`src/timer_trio_pkg.sv`:
```
`default_nettype none

package timer_trio_pkg;

	// Widths and counts
	localparam int DATA_W    = 8;
	localparam int ADDR_W    = 4;
	localparam int NUM_CTR   = 3;
	localparam int PSC_W     = 3;
	localparam int PSC_CNT_W = 7;

	// Register offsets (word index on the plain register port)
	localparam logic [3:0] OFF_SHARED = 4'h0;
	localparam logic [3:0] OFF_CTL0   = 4'h1;
	localparam logic [3:0] OFF_VAL0   = 4'h2;
	localparam logic [3:0] OFF_CTL1   = 4'h3;
	localparam logic [3:0] OFF_VAL1   = 4'h4;
	localparam logic [3:0] OFF_CTL2   = 4'h5;
	localparam logic [3:0] OFF_VAL2   = 4'h6;

	// Field positions
	localparam int EXT_SRC_BIT = 6;
	localparam int MODE_HI_BIT = 7;
	localparam int MODE_LO_BIT = 6;
	localparam int RUN_BIT     = 4;
	localparam int EDGE_BIT    = 3;
	localparam int PSC_HI_BIT  = 2;

	// Reset values
	localparam logic [7:0] SHARED_RST  = 8'h00;
	localparam logic [7:0] CTL0_RST    = 8'h08;
	localparam logic [7:0] CTL1_RST    = 8'h00;
	localparam logic [7:0] CTL2_RST    = 8'h00;
	localparam logic [7:0] PRELOAD_RST = 8'h00;

	// Implemented bits; all others read as zero
	localparam logic [7:0] SHARED_MASK = 8'h40;
	localparam logic [7:0] CTL0_MASK   = 8'hDF;
	localparam logic [7:0] CTL1_MASK   = 8'hD7;
	localparam logic [7:0] CTL2_MASK   = 8'h17;

	// Operating mode codes
	localparam logic [1:0] MODE_PULSE_GEN = 2'h0;
	localparam logic [1:0] MODE_EVENT     = 2'h1;
	localparam logic [1:0] MODE_TIMER     = 2'h2;
	localparam logic [1:0] MODE_PULSE_W   = 2'h3;

	localparam logic [7:0] FULL_COUNT = 8'hFF;

	// One counter control byte
	typedef struct packed {
		logic [1:0] op_mode;
		logic       gap;
		logic       count_run_bit;
		logic       active_edge_sel;
		logic [2:0] prescale_ratio_sel;
	} ctr_control_s;

	// One register port request
	typedef struct packed {
		logic       wr;
		logic       rd;
		logic [3:0] addr;
		logic [7:0] wdata;
	} bus_req_s;

	typedef enum {PW_WAIT, PW_COUNT, PW_DONE} pw_state_e;

endpackage

`default_nettype wire

```
`src/prescale_tick.sv`:
```
`default_nettype none

module prescale_tick #(
	parameter int SEL_W = timer_trio_pkg::PSC_W,
	parameter int CNT_W = timer_trio_pkg::PSC_CNT_W
) (
	input  wire logic             clk,
	input  wire logic             rst,
	input  wire logic             run,
	input  wire logic [SEL_W-1:0] sel,
	output logic                  tick
);

	if (CNT_W < (1 << SEL_W) - 1) begin : g_chk
		$error("prescale_tick: CNT_W too small for SEL_W");
	end

	logic [CNT_W-1:0] div_reg;
	logic [CNT_W-1:0] mask;

	// Held at zero while idle so the first tick after start is a full period
	always_ff @(posedge clk) begin
		if (rst || !run) begin
			div_reg <= '0;
		end else begin
			div_reg <= div_reg + 1'b1;
		end
	end

	// Divide by two to the power of sel
	assign mask = CNT_W'((1 << sel) - 1);
	assign tick = run && ((div_reg & mask) == mask);

	property p_undivided;
		@(posedge clk) disable iff (rst) (run && sel == '0) |-> tick;
	endproperty
	a_undivided: assert property (p_undivided) else $error("undivided code did not tick");

	property p_divided_gap;
		@(posedge clk) disable iff (rst) (run && sel != '0 && tick) |=> (!tick || sel == '0);
	endproperty
	a_divided_gap: assert property (p_divided_gap) else $error("divided ticks back to back");

endmodule

`default_nettype wire

```
`src/count_slice.sv`:
```
`default_nettype none

module count_slice #(
	parameter int WIDTH = timer_trio_pkg::DATA_W
) (
	input  wire logic             clk,
	input  wire logic             rst,
	input  wire logic             run,
	input  wire logic             inc,
	input  wire logic             load_wr,
	input  wire logic [WIDTH-1:0] load_data,
	output logic      [WIDTH-1:0] count,
	output logic                  overflow
);

	if (WIDTH < 2) begin : g_chk
		$error("count_slice: WIDTH must be at least 2");
	end

	logic [WIDTH-1:0] preload_reg;
	logic [WIDTH-1:0] count_reg;
	logic             ovf_reg;
	logic             full;

	assign full = (count_reg == {WIDTH{1'b1}});

	// Preload always takes the software value
	always_ff @(posedge clk) begin
		if (rst) begin
			preload_reg <= WIDTH'(timer_trio_pkg::PRELOAD_RST);
		end else if (load_wr) begin
			preload_reg <= load_data;
		end
	end

	// Stopped counter follows a preload write; running one waits for overflow
	always_ff @(posedge clk) begin
		if (rst) begin
			count_reg <= WIDTH'(timer_trio_pkg::PRELOAD_RST);
		end else if (load_wr && !run) begin
			count_reg <= load_data;
		end else if (inc && full) begin
			count_reg <= preload_reg;
		end else if (inc) begin
			count_reg <= count_reg + 1'b1;
		end
	end

	// One cycle request per overflow
	always_ff @(posedge clk) begin
		if (rst) begin
			ovf_reg <= 1'b0;
		end else begin
			ovf_reg <= inc && full;
		end
	end

	assign count    = count_reg;
	assign overflow = ovf_reg;

	property p_reload;
		@(posedge clk) disable iff (rst) (inc && full) |=> (count_reg == $past(preload_reg) && ovf_reg);
	endproperty
	a_reload: assert property (p_reload) else $error("overflow did not reload");

	property p_step;
		@(posedge clk) disable iff (rst) (inc && !full && !(load_wr && !run)) |=> count_reg == $past(count_reg) + 1'b1;
	endproperty
	a_step: assert property (p_step) else $error("count did not step by one");

	property p_stopped_load;
		@(posedge clk) disable iff (rst) (load_wr && !run) |=> count_reg == $past(load_data);
	endproperty
	a_stopped_load: assert property (p_stopped_load) else $error("stopped write missed counter");

	property p_running_load;
		@(posedge clk) disable iff (rst) (load_wr && run && !inc) |=> $stable(count_reg);
	endproperty
	a_running_load: assert property (p_running_load) else $error("running write hit counter");

	property p_single_irq;
		@(posedge clk) disable iff (rst) (ovf_reg && !$past(inc && full)) |-> 1'b0;
	endproperty
	a_single_irq: assert property (p_single_irq) else $error("request without overflow");

endmodule

`default_nettype wire

```
`src/timer_trio.sv`:
```
// Implementation choices: the strobed register port and the address map.
`default_nettype none

module timer_trio (
	input  wire logic       REF_CLK,
	input  wire logic       RESET,
	input  wire logic [3:0] ADDR,
	input  wire logic [7:0] WDATA,
	input  wire logic       WR,
	input  wire logic       RD,
	output logic      [7:0] RDATA,
	input  wire logic       EVENT_INPUT_PIN,
	input  wire logic       DEBOUNCED_IRQ_SIGNAL,
	output logic      [2:0] OVF_IRQ,
	output logic            PULSE_GEN_TICK
);

	localparam int N = timer_trio_pkg::NUM_CTR;

	// Address match, shared by write decode and checks; the read mux cases on the address directly
	function automatic logic hit(input logic [3:0] a, input logic [3:0] off);
		return a == off;
	endfunction

	timer_trio_pkg::bus_req_s     req;
	logic [7:0]                   shared_reg;
	timer_trio_pkg::ctr_control_s ctl_reg [N];
	logic [7:0]                   rdata_reg;
	logic [7:0]                   rdata_next;
	logic                         pulse_gen_tick_reg;

	logic [N-1:0]                 run;
	logic [N-1:0]                 inc;
	logic                         ctr0_inc;
	logic                         ctr1_inc;
	logic [N-1:0]                 ps_run;
	logic [N-1:0]                 ps_tick;
	logic [N-1:0]                 val_wr;
	logic [N-1:0]                 ovf;
	logic [7:0]                   count [N];

	logic                         ext_src;
	logic                         src_prev_reg;
	logic                         rise;
	logic                         fall;
	logic                         edge_hit;
	logic                         pw_start;
	logic                         pw_stop;
	timer_trio_pkg::pw_state_e    pw_state_reg;
	logic [1:0]                   mode0;
	logic [1:0]                   mode1;

	assign req = '{wr: WR, rd: RD, addr: ADDR, wdata: WDATA};

	// Write strobes for the three value registers
	assign val_wr[0] = req.wr && hit(req.addr, timer_trio_pkg::OFF_VAL0);
	assign val_wr[1] = req.wr && hit(req.addr, timer_trio_pkg::OFF_VAL1);
	assign val_wr[2] = req.wr && hit(req.addr, timer_trio_pkg::OFF_VAL2);

	// Shared control: only the source select lives here, other bits read zero
	always_ff @(posedge REF_CLK) begin
		if (RESET) begin
			shared_reg <= timer_trio_pkg::SHARED_RST;
		end else if (req.wr && hit(req.addr, timer_trio_pkg::OFF_SHARED)) begin
			shared_reg <= req.wdata & timer_trio_pkg::SHARED_MASK;
		end
	end

	// Counter 0 control; unimplemented bit forced low
	always_ff @(posedge REF_CLK) begin
		if (RESET) begin
			ctl_reg[0] <= timer_trio_pkg::CTL0_RST;
		end else if (req.wr && hit(req.addr, timer_trio_pkg::OFF_CTL0)) begin
			ctl_reg[0] <= req.wdata & timer_trio_pkg::CTL0_MASK;
		end
	end

	// Counter 1 control; no edge select
	always_ff @(posedge REF_CLK) begin
		if (RESET) begin
			ctl_reg[1] <= timer_trio_pkg::CTL1_RST;
		end else if (req.wr && hit(req.addr, timer_trio_pkg::OFF_CTL1)) begin
			ctl_reg[1] <= req.wdata & timer_trio_pkg::CTL1_MASK;
		end
	end

	// Counter 2 control; mode bits do not exist, so it can only time
	always_ff @(posedge REF_CLK) begin
		if (RESET) begin
			ctl_reg[2] <= timer_trio_pkg::CTL2_RST;
		end else if (req.wr && hit(req.addr, timer_trio_pkg::OFF_CTL2)) begin
			ctl_reg[2] <= req.wdata & timer_trio_pkg::CTL2_MASK;
		end
	end

	assign mode0   = ctl_reg[0].op_mode;
	assign mode1   = ctl_reg[1].op_mode;
	assign ext_src = shared_reg[timer_trio_pkg::EXT_SRC_BIT];

	// Run gates, one per counter
	assign run[0] = ctl_reg[0].count_run_bit;
	assign run[1] = ctl_reg[1].count_run_bit;
	assign run[2] = ctl_reg[2].count_run_bit;

	// Prescalers only run where the internal clock is really used
	assign ps_run[0] = run[0] && (mode0 == timer_trio_pkg::MODE_TIMER);
	assign ps_run[1] = run[1] && (mode1 == timer_trio_pkg::MODE_TIMER ||
	                              mode1 == timer_trio_pkg::MODE_PULSE_GEN);
	assign ps_run[2] = run[2];

	// External source history; inputs arrive synchronous, so one stage
	always_ff @(posedge REF_CLK) begin
		if (RESET) begin
			src_prev_reg <= 1'b0;
		end else begin
			src_prev_reg <= ext_src ? DEBOUNCED_IRQ_SIGNAL : EVENT_INPUT_PIN;
		end
	end

	// Edges of the chosen source; flipping the select can fake one edge
	assign rise = (ext_src ? DEBOUNCED_IRQ_SIGNAL : EVENT_INPUT_PIN) && !src_prev_reg;
	assign fall = !(ext_src ? DEBOUNCED_IRQ_SIGNAL : EVENT_INPUT_PIN) && src_prev_reg;

	// Event edge and pulse window edges from the same select bit
	assign edge_hit = ctl_reg[0].active_edge_sel ? fall : rise;
	assign pw_start = ctl_reg[0].active_edge_sel ? rise : fall;
	assign pw_stop  = ctl_reg[0].active_edge_sel ? fall : rise;

	// Pulse-width window: wait for start edge, count, freeze on stop edge
	always_ff @(posedge REF_CLK) begin
		if (RESET || !run[0] || mode0 != timer_trio_pkg::MODE_PULSE_W) begin
			pw_state_reg <= timer_trio_pkg::PW_WAIT;
		end else begin
			unique case (pw_state_reg)
				timer_trio_pkg::PW_WAIT: begin
					if (pw_start) begin
						pw_state_reg <= timer_trio_pkg::PW_COUNT;
					end
				end
				timer_trio_pkg::PW_COUNT: begin
					if (pw_stop) begin
						pw_state_reg <= timer_trio_pkg::PW_DONE;
					end
				end
				timer_trio_pkg::PW_DONE: begin
					pw_state_reg <= timer_trio_pkg::PW_DONE;
				end
			endcase
		end
	end

	// Counter 0 increment source per mode; code 00 never counts
	always_comb begin
		ctr0_inc = 1'b0;
		if (run[0]) begin
			unique case (mode0)
				timer_trio_pkg::MODE_TIMER:   ctr0_inc = ps_tick[0];
				timer_trio_pkg::MODE_EVENT:   ctr0_inc = edge_hit;
				timer_trio_pkg::MODE_PULSE_W: ctr0_inc = pw_state_reg == timer_trio_pkg::PW_COUNT;
				default:                      ctr0_inc = 1'b0;
			endcase
		end
	end

	// Counter 1 counts prescaled clock in both of its modes
	always_comb begin
		ctr1_inc = 1'b0;
		if (run[1]) begin
			unique case (mode1)
				timer_trio_pkg::MODE_TIMER:     ctr1_inc = ps_tick[1];
				timer_trio_pkg::MODE_PULSE_GEN: ctr1_inc = ps_tick[1];
				default:                        ctr1_inc = 1'b0;
			endcase
		end
	end

	// Counter 2: prescaled system clock only; one driver for the whole vector
	assign inc = {run[2] && ps_tick[2], ctr1_inc, ctr0_inc};

	// Three identical counter and prescaler pairs
	for (genvar i = 0; i < N; i++) begin : g_ctr
		prescale_tick #(
			.SEL_W (timer_trio_pkg::PSC_W),
			.CNT_W (timer_trio_pkg::PSC_CNT_W)
		) u_psc (
			.clk  (REF_CLK),
			.rst  (RESET),
			.run  (ps_run[i]),
			.sel  (ctl_reg[i].prescale_ratio_sel),
			.tick (ps_tick[i])
		);

		count_slice #(
			.WIDTH (timer_trio_pkg::DATA_W)
		) u_cnt (
			.clk       (REF_CLK),
			.rst       (RESET),
			.run       (run[i]),
			.inc       (inc[i]),
			.load_wr   (val_wr[i]),
			.load_data (req.wdata),
			.count     (count[i]),
			.overflow  (ovf[i])
		);
	end

	// Pulse generator trigger, aligned with the counter 1 request
	always_ff @(posedge REF_CLK) begin
		if (RESET) begin
			pulse_gen_tick_reg <= 1'b0;
		end else begin
			pulse_gen_tick_reg <= inc[1] && count[1] == timer_trio_pkg::FULL_COUNT &&
			                      mode1 == timer_trio_pkg::MODE_PULSE_GEN;
		end
	end

	// Read mux; unmapped offsets answer zero
	always_comb begin
		rdata_next = 8'h00;
		if (req.rd) begin
			unique case (req.addr)
				timer_trio_pkg::OFF_SHARED: rdata_next = shared_reg;
				timer_trio_pkg::OFF_CTL0:   rdata_next = ctl_reg[0];
				timer_trio_pkg::OFF_VAL0:   rdata_next = count[0];
				timer_trio_pkg::OFF_CTL1:   rdata_next = ctl_reg[1];
				timer_trio_pkg::OFF_VAL1:   rdata_next = count[1];
				timer_trio_pkg::OFF_CTL2:   rdata_next = ctl_reg[2];
				timer_trio_pkg::OFF_VAL2:   rdata_next = count[2];
				default:                    rdata_next = 8'h00;
			endcase
		end
	end

	// Read data stands only in the cycle after the strobe
	always_ff @(posedge REF_CLK) begin
		if (RESET) begin
			rdata_reg <= 8'h00;
		end else begin
			rdata_reg <= rdata_next;
		end
	end

	assign RDATA          = rdata_reg;
	assign OVF_IRQ        = ovf;
	assign PULSE_GEN_TICK = pulse_gen_tick_reg;

	property p_read_live;
		@(posedge REF_CLK) disable iff (RESET) (RD && hit(ADDR, timer_trio_pkg::OFF_VAL0)) |=> RDATA == $past(count[0]);
	endproperty
	a_read_live: assert property (p_read_live) else $error("read did not return count");

	property p_stopped_hold;
		@(posedge REF_CLK) disable iff (RESET) (!run[0] && !val_wr[0]) |=> $stable(count[0]);
	endproperty
	a_stopped_hold: assert property (p_stopped_hold) else $error("stopped counter moved");

	property p_event_only_edge;
		@(posedge REF_CLK) disable iff (RESET)
			(run[0] && mode0 == timer_trio_pkg::MODE_EVENT && !edge_hit && !val_wr[0]) |=> $stable(count[0]);
	endproperty
	a_event_only_edge: assert property (p_event_only_edge) else $error("event counter moved without edge");

	property p_debounced_rise;
		@(posedge REF_CLK) disable iff (RESET)
			(run[0] && mode0 == timer_trio_pkg::MODE_EVENT && ext_src && !ctl_reg[0].active_edge_sel &&
			 DEBOUNCED_IRQ_SIGNAL && !src_prev_reg && count[0] != timer_trio_pkg::FULL_COUNT && !val_wr[0])
			|=> count[0] == $past(count[0]) + 8'h01;
	endproperty
	a_debounced_rise: assert property (p_debounced_rise) else $error("debounced rise not counted");

	property p_no_mode_idle;
		@(posedge REF_CLK) disable iff (RESET) (mode0 == timer_trio_pkg::MODE_PULSE_GEN) |-> !inc[0];
	endproperty
	a_no_mode_idle: assert property (p_no_mode_idle) else $error("counter 0 counts in code 00");

	property p_irq_pulse;
		@(posedge REF_CLK) disable iff (RESET)
			(OVF_IRQ[2] && count[2] != timer_trio_pkg::FULL_COUNT) |=> !OVF_IRQ[2];
	endproperty
	a_irq_pulse: assert property (p_irq_pulse) else $error("request longer than one cycle");

	property p_gen_tick;
		@(posedge REF_CLK) disable iff (RESET) PULSE_GEN_TICK |-> OVF_IRQ[1];
	endproperty
	a_gen_tick: assert property (p_gen_tick) else $error("trigger without counter 1 overflow");

endmodule

`default_nettype wire

```
`config.mk`:
```
export PLATFORM = sky130hd
export DESIGN_NAME = timer_trio
export DESIGN_NICKNAME = d
export VERILOG_FILES = /design/src/timer_trio_pkg.sv /design/src/prescale_tick.sv /design/src/count_slice.sv /design/src/timer_trio.sv
export SDC_FILE = /design/constraint.sdc
export NUM_CORES = 1
export LEC_CHECK = 0
export ABC_AREA = 1
export BUFFER_PORTS_ARGS = -buffer_cell sky130_fd_sc_hd__clkbuf_2
export CAP_MARGIN = 20
export CORE_MARGIN = 2
export CORE_UTILIZATION = 30
export DETAILED_ROUTE_END_ITERATION = 7
export PLACE_DENSITY_LB_ADDON = 0.05
export SETUP_SLACK_MARGIN = 0.1
export SYNTH_ARGS = -nofsm -noshare
export SYNTH_HDL_FRONTEND = slang
export SYNTH_HIERARCHICAL = 1
export SYNTH_SLANG_ARGS = --single-unit
```
`constraint.sdc`:
```
create_clock -name REF_CLK -period 2 [get_ports REF_CLK]
set_clock_uncertainty 0.1 [all_clocks]
set_input_delay 0 -clock REF_CLK [delete_from_list [all_inputs] [get_ports REF_CLK]]
set_output_delay 0 -clock REF_CLK [all_outputs]
set_load 0.05 [all_outputs]
```
* Word-level counts from Yosys, hierarchy flattened
Memory sizes are Yosys's and may differ from the RTL's.
Index checks and enable logic that the tools add are counted.
Widths: inputs -> output; s select.
** Word-level totals
- Register bits after elaboration :: 115
- Memory bits (writable) :: 21
- Word-level logic and storage cells :: 137
- Input bits :: 18
- Output and inout bits :: 12
- Memories kept :: 1
** Cells by class
- Reduce and logical (&&, ||, !) cells :: 44
- $add $sub $neg :: 9
- Shift operators :: 3
- Eq/ne operators :: 22
- Multiplexer cells :: 34
- Bitwise gates (word level) :: 7
** Memories
- ctl_reg :: depth 3, bits a word 7, rd ports 3, clocked after Yosys merged registers in 0, write ports 3, line timer_trio.sv:27 : timer_trio_pkg::ctr_control_s ctl_reg [N];
** Operator list (number)
- $pmux 32 s3 :: 1
- $mux 8 :: 9
- $eq 32x2->1 const B :: 2
- $mux 32 :: 2
- $pmux 8 s7 :: 1
- $eq 32x1->1 const B :: 1
- $logic_not 32->1 :: 1
- $add 8x1->8 const B :: 3
- $eq 8x8->1 const B :: 3
- $logic_and 1x1->1 :: 22
- $add 7x1->7 const B :: 3
- $and 7x7->7 :: 3
- $eq 7x7->1 :: 3
- $mux 7 :: 3
- $shl 1x3->7 const A :: 3
- $sub 7x2->7 const B :: 3
- $mux 1 :: 17
- $eq 4x3->1 const B :: 3
- $reduce_bool 3->1 :: 3
- $eq 4x2->1 const B :: 2
- $logic_not 1->1 :: 7
- $eq 2x2->1 const B :: 3
- $logic_or 1x1->1 :: 6
- $ne 2x2->1 const B :: 3
- 9 further kinds :: 12

* Longest topological paths before layout
An unclocked memory read counts as a cell.
- Depth in word-level cells :: 11
- Depth in mapped cells :: 15
- Mapped depth without buffers :: 15

* By module
Netlist, hierarchy kept.
** Modules (own cells, without submodules)
- count_slice :: area an instance 994.7 µm², seq. area each 340.3 µm², times used 3, cells each 150
- timer_trio :: area an instance 1610.3 µm², seq. area each 770.7 µm², times used 1, cells each 203
- prescale_tick :: area an instance 346.6 µm², seq. area each 140.1 µm², times used 3, cells each 52

* Worst setup path before layout
No wires, ideal clock.
- Path type :: register to register
- From :: mem ctl_reg[0][5] in the netlist's numbering
- To :: reg g_ctr[0].u_cnt.count_reg[3]
- Library setup time :: 132 ps
- Arrival :: 1801 ps
- Cell stages (with the launch flop) :: 15
- Setup slack :: -33 ps
- Required time :: 1768 ps
- Cells stage by stage :: edfxtp_1 nor3_1 inv_1 a21oi_1 nand2_1 a21oi_2 nand3_1 a31oi_1 nand3_1 inv_1 nand2_4 inv_1 nand2_1 nand3_1 a21oi_1
** RTL lines
- start: declaration :: line timer_trio.sv:27
- end signal: assignment :: line count_slice.sv:39 : count_reg <= WIDTH'(timer_trio_pkg::PRELOAD_RST);
- end signal: assignment :: line count_slice.sv:41 : count_reg <= load_data;
- end signal: assignment :: line count_slice.sv:43 : count_reg <= preload_reg;
- end: declaration :: line count_slice.sv:21 : logic [WIDTH-1:0] count_reg;

==> impl_metrics.ini <==
[status]
status = complete, but fails checks
violations = setup timing

[clocking]
cts_tree = yes
htreeDepth = 3
cts_buffers = 9
root_buffer = clkbuf_16
clock_latency_ns = 0.36
clk_pin_slew_ns = 0.08
clock_path_buffers = 2
cts.sinks = 102

[global_routing]
grt_pass1_wl_um = 27600
grt_max_degree = 40
track_usage_pct = 17.8
gr-total-overflow = 0
antenna_found_initial = 0
first_global_vias = 5247

[yosys]
yosysSeqAreaShare_pct = 39.3
synthCells = 809
syn_area_mm2 = 0.00563
ys_ff_latch = 102
synth.distinct_cells = 34
synth_area_per_cell_um2 = 6.96
synth_top_area_share_pct = 30.2
yosys.area.top_type = dfxtp_1
synth.yosys.warnings = 6
synthTopCellsByArea = dfxtp_1, inv_1, edfxtp_1
synthesis.nets = 835

[placed_design]
place_ws_ns = -0.0519
io_buffers = 29
gp_congestion = 0.879
dp_hpwl_um = 12700
dp.cells = 1083
place_area_mm2 = 0.00625

[floorplanning]
ios = 30
die_x_um = 141
dieArea_mm2 = 0.0199
core_area_mm2 = 0.0186
fp-row-count = 50
die_h_um = 141
start_util_pct = 30.3

[power]
leakagePower_nw = 2.98
vdd_ir_drop_max_mv = 0.344
powerDensity_mw_per_mm2 = 658

[timing]
whs_ns = 0.0247
fmax_mhz = 496
period_needed_ns = 2.02
hold_viol = 0
finalSetupViolations = 5
relSlewSlack_pct = 62.6
period_share_pct = 101
rsz0062_at_grt = true
worst_pin_slew_ns = 0.559
setup_ws_ns = -0.0180
drv_slew = 0

[setup_path]
cp.arrival_ns = 2.16
critPathMaxFanout = 7
path_cells = inv_2 > nor3_2 > inv_1 > a21oi_2 > nand2_1 > a21oi_2 > nand3_2 > a31oi_4 > nand3_2 > inv_2 > nand2_4 > inv_2 > nand2_2 > nand3_2 > a21oi_2
criticalPathCategory = flip-flop to flip-flop
worstPathRequired_ns = 2.14
crit_path_start_kind = flip-flop
end_kind = flip-flop
cpPeakStageDelay_ns = 0.36
slowest_stage = edfxtp_1

[cells_and_area]
most-common-layout-cells = inv_1, nand2_1, nand3_1, dfxtp_1, nor2_1
final_design_area_no_fill_mm2 = 0.00694
drive_above_1_share_pct = 20.1
synthToLayoutAreaGrowth_pct = 23.1
layout.cells.non_filler = 1124
n_antenna_cell = 0
nNetsFinal = 911
final_common_cell = inv_1

[worst_hold_path]
min_path_type = primary input to flip-flop

[route]
drt-initial-drc-count = 183
vias_per_cell = 4.80
ant_nets = 0
wl_um = 17400
drc_errors = 0
dr.pass1.iters = 6
vias = 5396
wl_per_cell_um = 15.5

[run]
drv_cap = 0
where the power goes:
group,internal [mW],total (mW),switching [mW]
logic,0.133,0.369,0.236
clock network,1.21,2.03,0.819
registers,2.13,2.16,0.0372
critical path, delay by kind of cell, from the launching register on:
kind,cells,cell delay [ns]
AOI/OAI and AO/OA,4,0.51
buffers and inverters,4,0.29
DFF,1,0.36
and+or+nand+nor,7,0.63
logic make-up (layout without fill, tap and decap cells):
group	count (synthesis)	count (layout)	synth area share, %
AND/OR/NAND/NOR	350	350	30.2
buffers and inverters	186	267	12.8
AO/OA/AOI/OAI	160	160	15.5
flip-flops	102	102	39.3
adder cells (fa/ha/maj)	8	8	1.78
multiplexers	3	3	0.533
synth_stat cells (all sizes together):
| cell type | n |
|---|---|
| mux2i | 3 |
| o21bai | 3 |
| nand3 | 110 |
| inv | 166 |
| or2 | 1 |
| buf | 16 |
| nand4 | 22 |
| edfxtp | 17 |
| a41oi | 1 |
| dfxtp | 85 |
| nor2 | 76 |
| ha | 8 |
| nor4 | 1 |
| a31oi | 5 |
| nor3 | 5 |
| clkbuf | 3 |
| a31o | 1 |
| a21oi | 76 |
| nand2 | 135 |
| o21ai | 59 |
| clkinv | 1 |
| o22ai | 15 |
cell type report:
class,count,area [um^2]
Multi-Input combinational cell,521,2850
Fill cell,1991,11600
Timing Repair Buffer,84,604
Clock buffer,12,268
Clock inverter,4,77.6
Inverter,167,633
Sequential cell,102,2210
Tap cell,234,293
worst paths after layout:
kind | endpoint | slack [ns] | depth (start not counted) | startpoint
setup / recovery | g_ctr[0].u_cnt/count[3] | -0.02 | 15 | ctl_reg[0][6]
hold / removal | RDATA[6] | 0.02 | 3 | RD
setup reg to reg | g_ctr[0].u_cnt/count[3] | -0.02 | 15 | ctl_reg[0][6]
hold reg to reg | g_ctr[1].u_psc/div_reg[0] | 0.36 | 1 | g_ctr[1].u_psc/div_reg[0]
through the flow:
step	power, mW	utilization, %	setup TNS [ns]
after floorplan	2.38	-	0
after global placement	2.54	33.6	-0.0850
after detailed placement	2.54	33.6	-0.187
after CTS	4.64	36.8	-0.0200
after global routing	4.77	37.3	-2.64
final	4.57	37.3	-0.0596
what timing repair did:
item,CTS,global route
pin swaps,13,17
hold endpoints to repair,32,0
buffers inserted,10,3
hold buffers,12,0
endpoints found under the setup margin,23,35
resized for setup,24,26
gates cloned,0,0
routing by layer:
layer  GRT usage [%]  vias to the layer above  share of wire (%)
met1            23.2                     2517                 48
met3            3.57                        9                3.3
li1                -                     2786                  -
met4            3.21                        0               0.54
met5               0                        -                  0
met2            30.8                       84                 48
Power figures use the tool's default switching activity.
